===== config.mk =====
export PLATFORM = sky130hd
export DESIGN_NAME = dsr_debug_regs
export DESIGN_NICKNAME = d
export VERILOG_FILES = /design/src/rtl/dsr_pkg.sv /design/src/rtl/dsr_sticky_bit.sv /design/src/rtl/dsr_pend_bit.sv /design/src/rtl/dsr_debug_regs.sv
export SDC_FILE = /design/constraint.sdc
export NUM_CORES = 1
export LEC_CHECK = 0
export BUFFER_PORTS_ARGS = -buffer_cell sky130_fd_sc_hd__clkbuf_2
export CAP_MARGIN = 20
export CORE_ASPECT_RATIO = 1.1
export CORE_UTILIZATION = 32
export DETAILED_ROUTE_END_ITERATION = 7
export PLACE_DENSITY = 0.55
export RECOVER_POWER = 25
export SETUP_SLACK_MARGIN = 0.1
export SYNTH_ARGS = -nofsm -noshare
export SYNTH_HDL_FRONTEND = slang
export SYNTH_SLANG_ARGS = --single-unit

===== constraint.sdc =====
create_clock -name mclk_i -period 1.75 [get_ports mclk_i]
set_input_delay 0.175 -clock mclk_i [delete_from_list [all_inputs] [get_ports mclk_i]]
set_output_delay 0.175 -clock mclk_i [all_outputs]
set_load 0.01 [all_outputs]

===== src/rtl/dsr_pkg.sv =====
// Purpose: Constants for the debug status register block
// Assumes: 32-bit word access on the debug access port
// Notes:   Handler state and fault status offsets are local choices
package dsr_pkg;
    localparam logic [31:0] DSR_ADDR_HALT_CTRL    = 32'he000edf0;
    localparam logic [31:0] DSR_ADDR_CORE_SEL     = 32'he000edf4;
    localparam logic [31:0] DSR_ADDR_CORE_DATA    = 32'he000edf8;
    localparam logic [31:0] DSR_ADDR_EXC_MON      = 32'he000edfc;
    localparam logic [31:0] DSR_ADDR_RSVD_LO      = 32'he000ee00;
    localparam logic [31:0] DSR_ADDR_RSVD_HI      = 32'he000eeff;
    localparam logic [31:0] DSR_ADDR_HANDLER      = 32'he000ed24;
    localparam logic [31:0] DSR_ADDR_FAULT        = 32'he000ed30;
    localparam int          DSR_WIDTH             = 32;
    localparam int          DSR_SVC_PEND_BIT      = 15;
    localparam int          DSR_FLT_EXTERNAL      = 4;
    localparam int          DSR_FLT_VECTOR        = 3;
    localparam int          DSR_FLT_WATCH         = 2;
    localparam int          DSR_FLT_BREAK         = 1;
    localparam int          DSR_FLT_HALTED        = 0;
    localparam int          DSR_FLT_BITS          = 5;
    localparam logic [31:0] DSR_RESET_WORD        = 32'h0000_0000;
    localparam logic [4:0]  DSR_FLT_RESET         = 5'h00;
    localparam logic [31:0] DSR_HANDLER_MASK      = 32'h0000_8000;
    localparam logic [31:0] DSR_FAULT_MASK        = 32'h0000_001f;
endpackage


===== src/rtl/dsr_sticky_bit.sv =====
// Purpose: One sticky flag set by hardware, cleared by write-one
// Assumes: Set and clear come from the same clock domain
// Notes:   Set wins over clear in the same cycle
`timescale 1ns/1ns
module dsr_sticky_bit (
    // Clock and power-on reset
    input  wire logic mclk_i,
    input  wire logic por_i,
    // Control
    input  wire logic set_i,
    input  wire logic clr_i,
    // State
    output logic      flag_o
);
    // Sticky flag; an event in the clearing cycle is kept
    always_ff @(posedge mclk_i) begin
        if (por_i) begin
            flag_o <= 1'b0;
        end else if (set_i) begin
            flag_o <= 1'b1;
        end else if (clr_i) begin
            flag_o <= 1'b0;
        end
    end
endmodule // dsr_sticky_bit


===== src/rtl/dsr_pend_bit.sv =====
// Purpose: Exception pending flag with direct software write
// Assumes: Occur and activate pulses are synchronous to mclk_i
// Notes:   Hardware events take priority over a software write
`timescale 1ns/1ns
module dsr_pend_bit (
    // Clock and reset
    input  wire logic mclk_i,
    input  wire logic rst_i,
    // Control
    input  wire logic occur_i,
    input  wire logic activate_i,
    input  wire logic wr_i,
    input  wire logic wdata_i,
    // State
    output logic      pend_o
);
    // Occur sets, activate clears, otherwise software writes the value
    always_ff @(posedge mclk_i) begin
        if (rst_i) begin
            pend_o <= 1'b0;
        end else if (occur_i) begin
            pend_o <= 1'b1;
        end else if (activate_i) begin
            pend_o <= 1'b0;
        end else if (wr_i) begin
            pend_o <= wdata_i;
        end
    end
endmodule // dsr_pend_bit


===== src/rtl/dsr_debug_regs.sv =====
// Purpose: Debug control block register file with fault status and handler state
// Assumes: Debug access port issues single-cycle word accesses on mclk_i
// Notes:   Core-facing event inputs are synchronous to mclk_i
`timescale 1ns/1ns

////////////////////////////////////////////////////////////////////////////////
module dsr_debug_regs
    import dsr_pkg::*;
(
    // Clock and resets
    input  wire logic        mclk_i,
    input  wire logic        srst_i,
    input  wire logic        por_i,
    // Debug access port
    input  wire logic        dap_sel_i,
    input  wire logic        dap_wr_i,
    input  wire logic [31:0] dap_addr_i,
    input  wire logic [31:0] dap_wdata_i,
    output logic      [31:0] dap_rdata_o,
    output logic             dap_ack_o,
    output logic             dap_err_o,
    // Debug events from the core
    input  wire logic        external_halt_request_input_i,
    input  wire logic        vector_catch_evt_i,
    input  wire logic        watchpoint_evt_i,
    input  wire logic        breakpoint_evt_i,
    input  wire logic        halt_request_evt_i,
    input  wire logic        step_done_i,
    // Supervisor call exception status
    input  wire logic        svc_occur_i,
    input  wire logic        svc_active_i,
    // Register contents toward the core
    output logic      [31:0] halt_control_status_o,
    output logic      [31:0] core_reg_selector_o,
    output logic      [31:0] core_reg_data_o,
    output logic      [31:0] exception_monitor_control_o,
    output logic             supervisor_call_pending_flag_o,
    output logic       [4:0] debug_fault_status_o,
    output logic             reenter_halt_o
);

    ////////////////////////////////////////////////////////////////////////////
    // Decode

    // Access timing as the debugger sees it:
    //   edge 0: select, direction, address and write data are taken; a write lands
    //   edge 1: acknowledge, refusal flag and read data stand for one cycle
    // There is no stall, so a new access may be taken at every edge

    logic                    hit_halt;
    logic                    hit_sel;
    logic                    hit_data;
    logic                    hit_mon;
    logic                    hit_hand;
    logic                    hit_flt;
    logic                    hit_rsvd;
    logic                    wr_en;
    logic                    rd_en;
    logic [DSR_WIDTH-1:0]    halt_reg;
    logic [DSR_WIDTH-1:0]    sel_reg;
    logic [DSR_WIDTH-1:0]    data_reg;
    logic [DSR_WIDTH-1:0]    mon_reg;
    logic [DSR_FLT_BITS-1:0] flt_set;
    logic [DSR_FLT_BITS-1:0] flt_clr;
    logic [DSR_FLT_BITS-1:0] flt_q;
    logic                    svc_pend;
    logic [DSR_WIDTH-1:0]    rdata_next;
    logic                    hit_map;
    logic                    err_next;
    logic                    halt_src;
    logic                    wr_halt;
    logic                    wr_sel;
    logic                    wr_data;
    logic                    wr_mon;
    logic                    wr_hand;
    logic                    wr_flt;

    // Word decode of the fixed map; the debug port is the only access path
    assign hit_halt = (dap_addr_i == DSR_ADDR_HALT_CTRL);
    assign hit_sel  = (dap_addr_i == DSR_ADDR_CORE_SEL);
    assign hit_data = (dap_addr_i == DSR_ADDR_CORE_DATA);
    assign hit_mon  = (dap_addr_i == DSR_ADDR_EXC_MON);
    assign hit_hand = (dap_addr_i == DSR_ADDR_HANDLER);
    assign hit_flt  = (dap_addr_i == DSR_ADDR_FAULT);
    // Reserved extension window decodes to nothing and answers with error
    // Later extension registers must be decoded here ahead of the refusal
    assign hit_rsvd = (dap_addr_i >= DSR_ADDR_RSVD_LO) && (dap_addr_i <= DSR_ADDR_RSVD_HI);
    assign wr_en    = dap_sel_i && dap_wr_i;
    assign rd_en    = dap_sel_i && !dap_wr_i;

    // Any defined register; the reserved window never overlaps the map
    assign hit_map  = hit_halt || hit_sel || hit_data || hit_mon || hit_hand || hit_flt;

    // Refusal: outside the map, inside the reserved window, or a selector read
    // A refused write changes nothing, since no write strobe below fires for it
    assign err_next = dap_sel_i && (hit_rsvd || (rd_en && hit_sel) || !hit_map);

    ////////////////////////////////////////////////////////////////////////////
    // Write strobes

    // One strobe per register; each access is a full word, no byte lanes exist
    assign wr_halt  = wr_en && hit_halt;
    assign wr_sel   = wr_en && hit_sel;
    assign wr_data  = wr_en && hit_data;
    assign wr_mon   = wr_en && hit_mon;
    assign wr_hand  = wr_en && hit_hand;
    assign wr_flt   = wr_en && hit_flt;

    ////////////////////////////////////////////////////////////////////////////
    // Debug control block storage

    // Full-width storage; bit meanings are owned by the core side
    // No key field is checked, so every write to these four registers lands as sent
    always_ff @(posedge mclk_i) begin
        if (srst_i) begin
            halt_reg <= DSR_RESET_WORD;
        end else if (wr_halt) begin
            halt_reg <= dap_wdata_i;
        end
    end

    // Selector is write-only; it is never returned on reads
    // A read of it is refused at the answer stage instead
    always_ff @(posedge mclk_i) begin
        if (srst_i) begin
            sel_reg <= DSR_RESET_WORD;
        end else if (wr_sel) begin
            sel_reg <= dap_wdata_i;
        end
    end

    // Core data register
    // Holds the word moved to or from the core register named by the selector
    always_ff @(posedge mclk_i) begin
        if (srst_i) begin
            data_reg <= DSR_RESET_WORD;
        end else if (wr_data) begin
            data_reg <= dap_wdata_i;
        end
    end

    // Exception and monitor control register
    // Stored whole; the core decodes its enables
    always_ff @(posedge mclk_i) begin
        if (srst_i) begin
            mon_reg <= DSR_RESET_WORD;
        end else if (wr_mon) begin
            mon_reg <= dap_wdata_i;
        end
    end

    ////////////////////////////////////////////////////////////////////////////
    // Fault status

    // Each defined bit is a sticky cell: an event sets it, a write of one clears it
    // Set wins over clear in one cycle, so an event is never lost to a debugger
    // that clears the register just as the event arrives
    // Local reset is deliberately not wired here; only power-on reset clears them

    // A halt request and a completed step share the halted bit
    assign halt_src = halt_request_evt_i || step_done_i;

    // Event sources per bit; a completed step also reports as halted
    always_comb begin
        flt_set                   = '0;
        flt_set[DSR_FLT_EXTERNAL] = external_halt_request_input_i;
        flt_set[DSR_FLT_VECTOR]   = vector_catch_evt_i;
        flt_set[DSR_FLT_WATCH]    = watchpoint_evt_i;
        flt_set[DSR_FLT_BREAK]    = breakpoint_evt_i;
        flt_set[DSR_FLT_HALTED]   = halt_src;
    end

    // Write-one-to-clear mask, reserved bits dropped
    assign flt_clr = wr_flt ? dap_wdata_i[DSR_FLT_BITS-1:0] : DSR_FLT_RESET;

    // One sticky cell per defined bit; of the two resets, only power-on reset clears them
    // Bits 31:5 have no cell, so they read zero and ignore writes
    genvar gi;
    generate
        for (gi = 0; gi < DSR_FLT_BITS; gi++) begin : g_flt
            dsr_sticky_bit u_bit (
                .mclk_i (mclk_i),
                .por_i  (por_i),
                .set_i  (flt_set[gi]),
                .clr_i  (flt_clr[gi]),
                .flag_o (flt_q[gi])
            );
        end
    endgenerate

    ////////////////////////////////////////////////////////////////////////////
    // Handler state

    // Supervisor call pending, writable by software, moved by the exception
    // An occurring exception outranks activation, and both outrank a write,
    // so a debugger write cannot hide an exception that arrives with it
    dsr_pend_bit u_svc (
        .mclk_i     (mclk_i),
        .rst_i      (srst_i),
        .occur_i    (svc_occur_i),
        .activate_i (svc_active_i),
        .wr_i       (wr_hand),
        .wdata_i    (dap_wdata_i[DSR_SVC_PEND_BIT]),
        .pend_o     (svc_pend)
    );

    ////////////////////////////////////////////////////////////////////////////
    // Read path

    // Read mux; selector and reserved space read as zero
    // Only bit 15 of handler state and bits 4:0 of fault status exist
    always_comb begin
        rdata_next = DSR_RESET_WORD;
        if (hit_halt) begin
            rdata_next = halt_reg;
        end else if (hit_data) begin
            rdata_next = data_reg;
        end else if (hit_mon) begin
            rdata_next = mon_reg;
        end else if (hit_hand) begin
            rdata_next[DSR_SVC_PEND_BIT] = svc_pend;
        end else if (hit_flt) begin
            rdata_next[DSR_FLT_BITS-1:0] = flt_q;
        end
    end

    // Read data stands for one cycle with the acknowledge, zero otherwise
    always_ff @(posedge mclk_i) begin
        if (srst_i) begin
            dap_rdata_o <= DSR_RESET_WORD;
        end else begin
            dap_rdata_o <= rd_en ? rdata_next : DSR_RESET_WORD;
        end
    end

    // Every access is answered exactly one cycle later; there is no stall
    always_ff @(posedge mclk_i) begin
        if (srst_i) begin
            dap_ack_o <= 1'b0;
        end else begin
            dap_ack_o <= dap_sel_i;
        end
    end

    // Unmapped, reserved, or a read of the write-only selector
    always_ff @(posedge mclk_i) begin
        if (srst_i) begin
            dap_err_o <= 1'b0;
        end else begin
            dap_err_o <= err_next;
        end
    end

    ////////////////////////////////////////////////////////////////////////////
    // Outputs toward the core

    // Registered copies so every output leaves a flip-flop
    // The core sees a write one cycle after it lands, in the same cycle as the earliest debugger read-back
    always_ff @(posedge mclk_i) begin
        if (srst_i) begin
            halt_control_status_o <= DSR_RESET_WORD;
        end else begin
            halt_control_status_o <= halt_reg;
        end
    end

    // Selector copy toward the core
    always_ff @(posedge mclk_i) begin
        if (srst_i) begin
            core_reg_selector_o <= DSR_RESET_WORD;
        end else begin
            core_reg_selector_o <= sel_reg;
        end
    end

    // Core data copy toward the core
    always_ff @(posedge mclk_i) begin
        if (srst_i) begin
            core_reg_data_o <= DSR_RESET_WORD;
        end else begin
            core_reg_data_o <= data_reg;
        end
    end

    // Exception and monitor control copy toward the core
    always_ff @(posedge mclk_i) begin
        if (srst_i) begin
            exception_monitor_control_o <= DSR_RESET_WORD;
        end else begin
            exception_monitor_control_o <= mon_reg;
        end
    end

    // Pending flag copy; local reset clears it together with its source
    always_ff @(posedge mclk_i) begin
        if (srst_i) begin
            supervisor_call_pending_flag_o <= 1'b0;
        end else begin
            supervisor_call_pending_flag_o <= svc_pend;
        end
    end

    // Fault status copy follows power-on reset only, like its source
    // A debugger read and this copy show a new event in the same cycle
    always_ff @(posedge mclk_i) begin
        if (por_i) begin
            debug_fault_status_o <= DSR_FLT_RESET;
        end else begin
            debug_fault_status_o <= flt_q;
        end
    end

    // Step completion asks the core to halt again, one cycle later
    // The request lasts one cycle; the core keeps its own halted state
    always_ff @(posedge mclk_i) begin
        if (srst_i) begin
            reenter_halt_o <= 1'b0;
        end else begin
            reenter_halt_o <= step_done_i;
        end
    end

endmodule // dsr_debug_regs


Word level (Yosys, flattened, before mapping)
Cells that the tools add are included.
{"block": "word_totals", "input_bits": 77, "wordCells": 80, "output_inout_bits": 169, "ff_bits": 303}
{"block": "op_classes", "n_lt_le_gt_ge": 2, "eq_ne": 6, "muxes": 23, "n_reduce_logical": 28, "bitwise": 1}
{"op": "$eq 32x32->1 const B", "count": 6}
{"op": "$mux 32", "count": 2}
{"op": "$ge 32x32->1 const B", "count": 1}
{"op": "$le 32x32->1 const B", "count": 1}
{"op": "$mux 5", "count": 4}
{"op": "$mux 16", "count": 1}
{"op": "$mux 1", "count": 15}
{"op": "$logic_and 1x1->1", "count": 11}
{"op": "$mux 10", "count": 1}
{"op": "$reduce_bool 2->1", "count": 5}
{"op": "$logic_or 1x1->1", "count": 8}
{"op": "$reduce_bool 3->1", "count": 1}
{"op": "$logic_not 1->1", "count": 2}
{"op": "$reduce_or 2->1", "count": 1}
{"op": "$not 1->1", "count": 1}

Logic depth before layout (Yosys ltp)
Gate-level depths: netlist (run 1).
{"block": "depth", "depth_word": 9, "depth_mapped": 6, "ltp_nobuf": 4}

Cells and area by module
From an unflattened synthesis (run 1), not the netlist that was laid out.
{"block": "unflattened", "cells_unflattened": 972, "hier_area_um2": 10447.5}
{"mod": "dsr_debug_regs", "cells_each": 948, "seq_area_each_um2": 5945.7, "n_inst": 1, "area_per_inst_um2": 10209.8}
{"mod": "dsr_sticky_bit", "cells_each": 4, "seq_area_each_um2": 20.0, "n_inst": 5, "area_per_inst_um2": 38.8}
{"mod": "dsr_pend_bit", "cells_each": 4, "seq_area_each_um2": 20.0, "n_inst": 1, "area_per_inst_um2": 43.8}

Least setup slack after synthesis (run 1)
No wires, ideal clock.
{"block": "synth_path", "path_kind": "input to register", "from": "input dap_addr_i[3]", "to": "register dap_rdata_o[0]", "stages": 5, "arrival_time_ns": 1.574, "setup_slack_ns": 0.018, "path_cell_list": "buf_2 or2_2 buf_4 nor4b_1 a221oi_1"}
{"block": "synth_between", "elab_chain_len": 6}
{"element": "start: declaration", "line_no": "dsr_debug_regs.sv:17", "text": "input wire logic [31:0] dap_addr_i,"}
{"element": "$eq 32x32->1", "line_no": "dsr_debug_regs.sv:84", "text": "assign hit_flt = (dap_addr_i == DSR_ADDR_FAULT);"}
{"element": "$mux 5", "line_no": "dsr_debug_regs.sv:222", "text": "end else if (hit_flt) begin"}
{"element": "$mux 5", "line_no": "dsr_debug_regs.sv:220", "text": "end else if (hit_hand) begin"}
{"element": "$mux 5", "line_no": "dsr_debug_regs.sv:218", "text": "end else if (hit_mon) begin"}
{"element": "$mux 32", "line_no": "dsr_debug_regs.sv:216", "text": "end else if (hit_data) begin"}
{"element": "$mux 32 (*)", "line_no": "dsr_debug_regs.sv:214", "text": "if (hit_halt) begin"}
{"element": "end signal: assignment", "line_no": "dsr_debug_regs.sv:232", "text": "dap_rdata_o <= rd_en ? rdata_next : DSR_RESET_WORD;"}
{"element": "end: declaration", "line_no": "dsr_debug_regs.sv:19", "text": "output logic [31:0] dap_rdata_o,"}
Mark *: on every way between the ends. The rest lies on a longest branch, timed or not.
A chain may end at the register's enable or synchronous reset.

Final worst setup path (run 1)
{"block": "layout_path", "from": "input dap_addr_i[0]", "to": "register g_flt[0].u_bit.flag_o"}
{"block": "layout_between", "elab_chain_len": 4}
{"element": "$eq 32x32->1", "line_no": "dsr_debug_regs.sv:84"}
{"element": "$logic_and 1x1->1", "line_no": "dsr_debug_regs.sv:107", "text": "assign wr_flt = wr_en && hit_flt;"}
{"element": "$mux 5", "line_no": "dsr_debug_regs.sv:174", "text": "assign flt_clr = wr_flt ? dap_wdata_i[DSR_FLT_BITS-1:0] : DSR_FLT_RESET;"}
{"element": "$reduce_bool 2->1 (no line)"}
{"element": "end signal: assignment", "line_no": "dsr_sticky_bit.sv:18", "text": "flag_o <= 1'b0;"}
{"element": "end signal: assignment", "line_no": "dsr_sticky_bit.sv:20", "text": "flag_o <= 1'b1;"}
{"element": "end signal: assignment", "line_no": "dsr_sticky_bit.sv:22", "text": "flag_o <= 1'b0;"}
{"element": "end: declaration", "line_no": "dsr_sticky_bit.sv:13", "text": "output logic flag_o"}
Every way passes these cells.

==> flow_summary_export.csv, run 1 <==
group,metric,value,unit
clock_tree,clockBufferDepth,3,
power,p_comb_share,3.9,%
placement,port-buffer-count,245,
worst_setup_path,critical_path.max_fanout,5,
sta,final-hold-violation-count,0,
worst_setup_path,critPathArrivalTime,1.93,ns
floorplanning,placeableCoreArea,0.03165,mm^2
clock_tree,insertion_delay,0.51,ns
grt,grt_max_degree,99,
layout,area_delta_synth_final,32.00,%
sta,max_slew_margin,30.32,%
sta,finalCritPeriodShare,87.68,%
synth,syn_avg_cell_area,10.58,um^2
sta,layout_min_cycle_time,1.534,ns
route,drc_errors,0,
route,ant_nets,0,
outcome,status,"finished, final reports clean",
synth,synthesis.nets,1060,
synth,synth-seq-cells,303,
placement,dp_hpwl,18910,um
clock_tree,clk_pin_slew,0.06,ns
power,p_sw,3127,uW
route,drt_first_pass_iters,4,
power,p_per_area,1054,mW/mm^2
sta,setup_viol_count_final,0,
worst_setup_path,max_stage_delay,0.58,ns
power,power_leakage,0.006677,uW
sta,fin_tns_setup,0,ns
route,totalWireLength,27830,um
clock_tree,post_cts_buffers,0,
route,wl_per_cell,16.07,um
power,p_int,11340,uW
synth,ys.warnings.count,0,
sta,skew,0.006613,ns
route,via_per_inst,4.316,
power,seqPwrFrac,47.9,%
worst_setup_path,cp.required,2.15,ns
sta,worstMarginPinSlew,1.045,ns
clock_tree,clockRootBuffer,"clkbuf_16",
worst_setup_path,crit_type,"in -> reg",
power,power,14460,uW
synth,synth_cells,983,
grt,overflow,0,
floorplanning,core.rowCount,68,
synth,syn-cell-area,0.01040,mm^2
route,num_vias,7476,
sta,rsz0062_at_grt,"false",
grt,grt_pass1_vias,7698,
min_path,hp-class,"in -> reg",
layout,drive_gt1_share,27.71,%
layout,layout_commonest_cell,"dfxtp_1",
synth,synthDistinctLibCells,42,
power,swShare,21.62,%
floorplanning,die_y,191.1,um
worst_setup_path,crit_family,"buffers and inverters",
worst_setup_path,end_kind,"register",
floorplanning,die_area,0.03323,mm^2
power,vdd_drop_max,518.0,uV
job,maxCapViolCount,0,
worst_setup_path,crit_buf_inv,3,
clock_tree,cts_tree,"done",
sta,timing.fmax,651.7,MHz
grt,grt_pass1_wl,43000,um
worst_setup_path,cp_cell_sequence,"clkbuf_2 > nand4bb_1 > buf_4 > or2_2 > and2b_2 > a311oi_1 > dlygate4sd3_1",
synth,synth_edf_count,0,
clock_tree,cts-htree-levels,2,
worst_setup_path,cpMaxStageDelayCell,"dlygate4sd3_1",
grt,antenna_found_initial,1,
synth,async_flop_share,0,%
power,clkPwrFrac,48.2,%
route,dr.first_iter.drc_count,350,
grt,grt_usage,16.84,%
placement,pre_cts_slack,-0.2841,ns
clock_tree,cts_buffers,34,
floorplanning,floorplan.initialDensity,32.86,%
clock_tree,cts_sinks,303,
sta,worst_slack,0.2156,ns
placement,gp_congestion,0.7558,
floorplanning,die_w,173.9,um
layout,nNetsFinal,1364,
layout,stdcell_area,0.01373,mm^2
synth,ys_seq_area_share,58.33,%
floorplanning,ios,246,
placement,postPlaceCellArea,0.01238,mm^2
layout,layout_common_cells,"303 x dfxtp_1, 243 x clkbuf_2, 163 x nand2b_1",
sta,drv_slew,0,
worst_setup_path,start_kind,"input port",
synth,synth_flop_cell,"dfxtp_1",
layout,fillers,3127,
[logic make-up after synthesis]
group | Yosys count | share of synthesized area, %
mux | 128 | 12.32
flops | 303 | 58.33
simple gates | 312 | 17.75
compound gates | 54 | 4.030
buf+inv | 186 | 7.579
[worst min-delay path: stages]
cell and delay, ns:
clkbuf_2 0.08, nand2b_1 0.13, mux2i_1 0.09
[power groups by stage]
stage	sequential (uW)	clock, uW	combinational (uW)
after global placement	7080	0	532
after floorplan	7080	0	269
after detailed placement	7080	0	533
after global routing	6930	7500	623
final	6930	6960	568
after CTS	6930	7210	578
[cell usage after synthesis, types with 4 or more instances]
library cell | count | area [um^2]
dfxtp_1 | 303 | 6066
nand2b_1 | 164 | 1026
inv_1 | 136 | 510.5
mux2i_1 | 128 | 1281
nand2_1 | 66 | 247.7
nor2_1 | 35 | 131.4
clkbuf_1 | 29 | 108.9
o221ai_1 | 25 | 219.0
nor2b_1 | 12 | 75.07
buf_6 | 8 | 90.09
buf_4 | 7 | 52.55
a21oi_1 | 6 | 30.03
a221oi_1 | 6 | 52.55
o21ai_0 | 6 | 30.03
a311oi_1 | 5 | 43.79
nor3_1 | 4 | 20.02
nor4_4 | 4 | 85.08
[path summary, 6_finish.rpt]
kind                        start                      end  slack, ns  cells past startpoint
hold / removal    dap_wdata_i[14]             halt_reg[14]       0.02                      3
hold reg to reg       sel_reg[18]  core_reg_selector_o[18]       0.44                      2
setup reg to reg     u_svc.pend_o          dap_rdata_o[15]       0.30                      2
setup / recovery    dap_addr_i[0]    g_flt[0].u_bit.flag_o       0.22                      7
[layer usage]
metal	global-route usage [%]	share of wire, %	vias up
li1	-	-	3755
met1	20.95	45	3504
met2	29.20	49	187
met3	3.679	5.0	30
met4	4.723	1.7	0
met5	0	0	-
[cell type report]
cell class	instances	area, um^2	area share [%]
Inverter	136	510.5	3.719
Antenna cell	2	5.005	0.03646
Timing Repair Buffer	318	1928	14.04
Tap cell	420	525.5	3.828
Multi-Input combinational cell	494	3578	26.07
Clock inverter	11	120.1	0.8750
Sequential cell	303	6066	44.19
Clock buffer	48	994.7	7.246
[repair_timing]
action | in CTS | in global routing
endpoints found under the hold margin | 37 | 0
endpoints found under the setup margin | 0 | 5
gates resized for setup | 0 | 1
hold buffers | 24 | 0
[metrics by stage]
stage,util [%],hold WS (ns),std cells
after floorplan,-,0.2922,983
after detailed placement,39.10,0.4288,1647
after CTS,43.38,0.0002767,1730
after global routing,43.37,0.01869,1731
final,43.37,0.01717,1732
after global placement,39.10,0.4219,1647
Power figures use the tool's default switching activity.
==> run 2: changes to the inputs <==
RECOVER_POWER = not set   (was 25)
==> run 2 against run 1 <==
Count of clock-buffer cells in the layout did not move. First-iteration DRC count grew 7.4%. Clock skew hardly changed. Largest power group unchanged. Utilization hardly changed. Via count barely moved. Final area barely moved. Wire length is 0.14% lower. Final cell count stayed put. Die area did not move. Hold slack is essentially flat. Clock power hardly changed.
==> flow_summary_export.csv, run 2 (same netlist as run 1, synthesis figures left out) <==
group,metric,value,unit
sta,final-hold-violation-count,0,
worst_setup_path,cp.required,2.15,ns
placement,place_inst,1647,
worst_setup_path,crit_type,"in -> reg",
sta,timing.fmax,657.3,MHz
grt,grt_max_degree,99,
job,maxCapViolCount,0,
floorplanning,core.rowCount,68,
layout,drive_gt1_share,27.94,%
layout,multi_input_area,0.003578,mm^2
sta,skew,0.006989,ns
clock_tree,cts_sinks,303,
min_path,hold_start,"dap_wdata_i[24]",
grt,overflow,0,
route,dr.first_iter.drc_count,376,
power,p_per_area,1053,mW/mm^2
layout,layout.cells.non_filler,1732,
clock_tree,cts_buffers,34,
power,vdd_drop_max,518.2,uV
outcome,status,"finished, final reports clean",
grt,top_usage_layer,"met2",
grt,grt_usage,16.84,%
sta,max_slew_margin,64.29,%
worst_setup_path,rr_worst_depth,2,
clock_tree,clockRootBuffer,"clkbuf_16",
sta,layout_min_cycle_time,1.521,ns
sta,finalCritPeriodShare,86.94,%
min_path,hp-class,"in -> reg",
floorplanning,ios,246,
grt,grt_pass1_wl,43000,um
clock_tree,cts_tree,"done",
layout,nNetsFinal,1364,
clock_tree,clockBufferDepth,3,
sta,worstMarginPinSlew,0.5357,ns
worst_setup_path,reg2reg_setup_slack,0.30,ns
layout,area_delta_synth_final,32.09,%
route,drc_errors,0,
grt,grt_use_met3,3.679,%
sta,setup_viol_count_final,0,
worst_setup_path,r2r-start,"u_svc.pend_o",
route,drt_first_pass_iters,4,
clock_tree,insertion_delay,0.51,ns
sta,drv_slew,0,
min_path,hold_end,"sel_reg[24]",
grt,antenna_found_initial,1,
sta,fin_tns_setup,0,ns
placement,gp_congestion,0.7558,
worst_setup_path,end_kind,"register",
grt,grt_pass1_vias,7698,
layout,seq_area,0.006066,mm^2
layout,layout_commonest_cell,"dfxtp_1",
floorplanning,die_y,191.1,um
route,num_vias,7481,
floorplanning,die_w,173.9,um
power,power_leakage,0.006687,uW
placement,dp_hpwl,18910,um
floorplanning,placeableCoreArea,0.03165,mm^2
route,totalWireLength,27790,um
grt,met2_usage,29.20,%
worst_setup_path,start_kind,"input port",
min_path,holdPathStages,3,
sta,rsz0062_at_grt,"false",
grt,use_met1,20.95,%
route,ant_nets,0,
floorplanning,die_area,0.03323,mm^2
layout,fillers,3125,
worst_setup_path,critPathArrivalTime,1.92,ns
worst_setup_path,critical_path.max_fanout,5,
worst_setup_path,reg2reg_to,"dap_rdata_o[15]",
floorplanning,floorplan.initialDensity,32.86,%
route,via_per_inst,4.319,
placement,port-buffer-count,245,
clock_tree,cts-htree-levels,2,
route,wl_per_cell,16.04,um
layout,layout_common_cells,"303 x dfxtp_1, 244 x clkbuf_2, 163 x nand2b_1",
clock_tree,clk_pin_slew,0.06,ns
==> run 2: area by class of cell <==
cell class | instances | share of cell area (%)
flip-flops and latches | 303 | 44.16
multi-input cells | 494 | 26.05
repair buffers | 318 | 14.10
clock buffers | 48 | 7.241
well taps | 420 | 3.825
inverters | 136 | 3.716
clock inverters | 11 | 0.8744
diodes | 2 | 0.03643
==> run 2: worst max path at each step <==
stage                         startpoint                     to  slack (ns)  cells past startpoint
final                      dap_addr_i[0]  g_flt[0].u_bit.flag_o        0.23                      7
after global routing       dap_addr_i[0]         dap_rdata_o[0]        0.12                      7
after CTS                  dap_addr_i[0]  g_flt[1].u_bit.flag_o        0.15                      7
after detailed placement  dap_addr_i[20]         dap_rdata_o[4]       -0.28                      7
after global placement     dap_addr_i[0]        dap_rdata_o[15]       -0.24                      6
after floorplan           dap_addr_i[17]        dap_rdata_o[15]        0.09                      5
==> run 2: repair_timing <==
item | 4_1_cts | 5_1_grt
gates resized for setup | 0 | 1
hold endpoints to repair | 37 | 0
hold buffers | 24 | 0
buffers inserted | 0 | 0
endpoints found under the setup margin | 0 | 5
==> run 2: per-layer routing <==
metal / part of all wire [%] / vias up / wire length (um)
li1: - / 3754 / -
met4: 1.7 / 0 / 468
met1: 45 / 3505 / 12410
met5: 0 / - / 0
met2: 49 / 191 / 13530
met3: 5.0 / 31 / 1384
==> run 2: critical path, stage by stage <==
cell,delay [ns]
clkbuf_2,0.09
nand4bb_1,0.21
buf_4,0.16
or2_2,0.29
and2b_2,0.32
a311oi_1,0.12
dlygate4sd3_1,0.56
==> run 2: power breakdown <==
group / switching (uW) / internal, uW / leakage [uW] / total [uW]
Sequential: 12.3 / 6920 / 0.00244 / 6930
Combinational: 295 / 273 / 0.00370 / 568
Clock: 2820 / 4150 / 0.000539 / 6970
Total: 3130 / 11300 / 0.00669 / 14500
==> run 2: per-stage QoR <==
stage | total power (uW) | setup slack [ns] | utilization [%] | area, um^2 | hold slack (ns)
final | 14470 | 0.2285 | 43.40 | 13740 | 0.01696
after global routing | 15060 | 0.1214 | 43.39 | 13730 | 0.01869
after CTS | 14710 | 0.1502 | 43.38 | 13730 | 0.0002767
after detailed placement | 7616 | -0.2841 | 39.10 | 12380 | 0.4288
after global placement | 7616 | -0.2405 | 39.10 | 12380 | 0.4219
after floorplan | 7353 | 0.09353 | - | 10440 | 0.2922
==> run 3: changes to the inputs <==
CTS_BUF_LIST = sky130_fd_sc_hd__clkbuf_16   (was not set)
==> run 3 against run 2 <==
Die area unchanged. Highest routed layer unchanged. Power down 2.3%. Final cell count about the same. Fmax about the same. Critical endpoint unchanged. Hold slack about the same.
==> flow_summary_export.csv, run 3 (same netlist as run 1, synthesis figures left out) <==
group,metric,value,unit
clock_tree,post_cts_buffers,0,
worst_setup_path,start_kind,"input port",
worst_setup_path,end_kind,"register",
floorplanning,die_y,191.1,um
grt,grt_pass1_vias,7706,
route,totalWireLength,27850,um
power,clkPwrFrac,46.9,%
route,via_per_inst,4.318,
sta,fin_tns_setup,0,ns
sta,max_slew_margin,64.39,%
grt,grt_usage,16.86,%
route,drt_first_pass_iters,4,
clock_tree,clockBufferDepth,3,
route,drc_errors,0,
route,num_vias,7483,
power,p_comb_share,4.0,%
sta,timing.hold.ws,0.01696,ns
layout,final_util,43.21,%
sta,worstMarginPinSlew,0.5342,ns
clock_tree,insertion_delay,0.51,ns
grt,overflow,0,
layout,layout_commonest_cell,"dfxtp_1",
sta,rsz0062_at_grt,"false",
layout,drive_gt1_share,27.38,%
sta,final-hold-violation-count,0,
worst_setup_path,cpMaxStageDelayCell,"dlygate4sd3_1",
grt,grt_max_degree,99,
power,swShare,22.20,%
power,p_per_area,1033,mW/mm^2
job,maxCapViolCount,0,
power,p_sw,3137,uW
floorplanning,placeableCoreArea,0.03165,mm^2
worst_setup_path,crit_type,"in -> reg",
power,power,14130,uW
floorplanning,die_area,0.03323,mm^2
min_path,holdPathStages,3,
clock_tree,clockRootBuffer,"clkbuf_16",
route,ant_nets,0,
grt,antenna_found_initial,1,
floorplanning,core.rowCount,68,
floorplanning,die_w,173.9,um
floorplanning,ios,246,
worst_setup_path,cp.required,2.15,ns
min_path,hp-class,"in -> reg",
sta,worst_slack,0.2288,ns
route,wl_per_cell,16.07,um
layout,area_delta_synth_final,31.51,%
placement,gp_congestion,0.7558,
placement,pre_cts_slack,-0.2841,ns
worst_setup_path,max_stage_delay,0.56,ns
placement,port-buffer-count,245,
grt,grt_pass1_wl,43050,um
power,seqPwrFrac,49.0,%
floorplanning,floorplan.initialDensity,32.86,%
worst_setup_path,critical_path.max_fanout,5,
power,power_leakage,0.006676,uW
sta,layout_min_cycle_time,1.521,ns
clock_tree,cts_buffers,34,
sta,drv_slew,0,
worst_setup_path,rr_worst_depth,2,
layout,nNetsFinal,1365,
placement,dp_hpwl,18910,um
clock_tree,cts-htree-levels,2,
outcome,status,"finished, final reports clean",
power,vdd_drop_max,517.9,uV
sta,finalCritPeriodShare,86.92,%
power,p_int,11000,uW
sta,setup_viol_count_final,0,
layout,layout_common_cells,"303 x dfxtp_1, 244 x clkbuf_2, 163 x nand2b_1",
sta,skew,0.009865,ns
sta,timing.fmax,657.4,MHz
route,dr.first_iter.drc_count,344,
clock_tree,cts_tree,"done",
worst_setup_path,cp_cell_sequence,"clkbuf_2 > nand4bb_1 > buf_4 > or2_2 > and2b_2 > a311oi_1 > dlygate4sd3_1",
clock_tree,cts_sinks,303,
clock_tree,clk_pin_slew,0.06,ns
worst_setup_path,critPathArrivalTime,1.92,ns
run 3: cell types whose count changed in the layout (fill, tap and decap cells not counted), sizes merged:
cell,before,now
clkbuf,292,279
clkinv,6,13
dlygate4sd3,24,25
inv,137,143
run 3: through the flow:
stage / cell area [um^2] / instances
2_1_floorplan: 10440 / 983
3_3_place_gp: 12380 / 1647
3_5_place_dp: 12380 / 1647
4_1_cts: 13670 / 1731
5_1_grt: 13670 / 1732
6_report: 13680 / 1733
run 3: worst max-delay path, delay by kind of cell:
family	cells	cell delay (ns)
buffers and inverters	3	0.81
AO/OA/AOI/OAI	1	0.12
AND/OR/NAND/NOR	3	0.82
run 3: worst paths after layout:
| kind | start | endpoint | slack (ns) |
|---|---|---|---|
| worst max register to register | u_svc.pend_o | dap_rdata_o[15] | 0.30 |
| worst min register to register | sel_reg[18] | core_reg_selector_o[18] | 0.44 |
| worst min-delay path | dap_wdata_i[24] | sel_reg[24] | 0.02 |
| worst max-delay path | dap_addr_i[0] | g_flt[0].u_bit.flag_o | 0.23 |
run 3: power groups by stage:
stage | clock network, uW | logic, uW | registers [uW]
final | 6630 | 570 | 6930
after global routing | 7160 | 626 | 6930
after CTS | 6860 | 580 | 6930
after detailed placement | 0 | 533 | 7080
after global placement | 0 | 532 | 7080
after floorplan | 0 | 269 | 7080
run 3: what timing repair did:
action | 4_1_cts | 5_1_grt
hold buffers | 25 | 0
setup endpoints to repair | 0 | 5
endpoints found under the hold margin | 41 | 0
resized for setup | 0 | 1
run 3: metal layers:
metal / share of wire [%] / vias up / GRT usage, % / wire, um
li1: - / 3757 / - / -
met1: 45 / 3499 / 20.98 / 12490
met2: 48 / 192 / 29.18 / 13480
met3: 4.9 / 35 / 3.640 / 1352
met4: 1.9 / 0 / 4.892 / 525
met5: 0 / - / 0 / 0
run 3: final cells by class:
| cell class | instances | area, um^2 |
|---|---|---|
| fillers | 3131 | 17970 |
| flip-flops and latches | 303 | 6066 |
| multi-input cells | 494 | 3578 |
| repair buffers | 319 | 1947 |
| clock buffers | 35 | 875.8 |
| well taps | 420 | 525.5 |
| inverters | 136 | 510.5 |
| clock inverters | 24 | 168.9 |
| diodes | 2 | 5.005 |
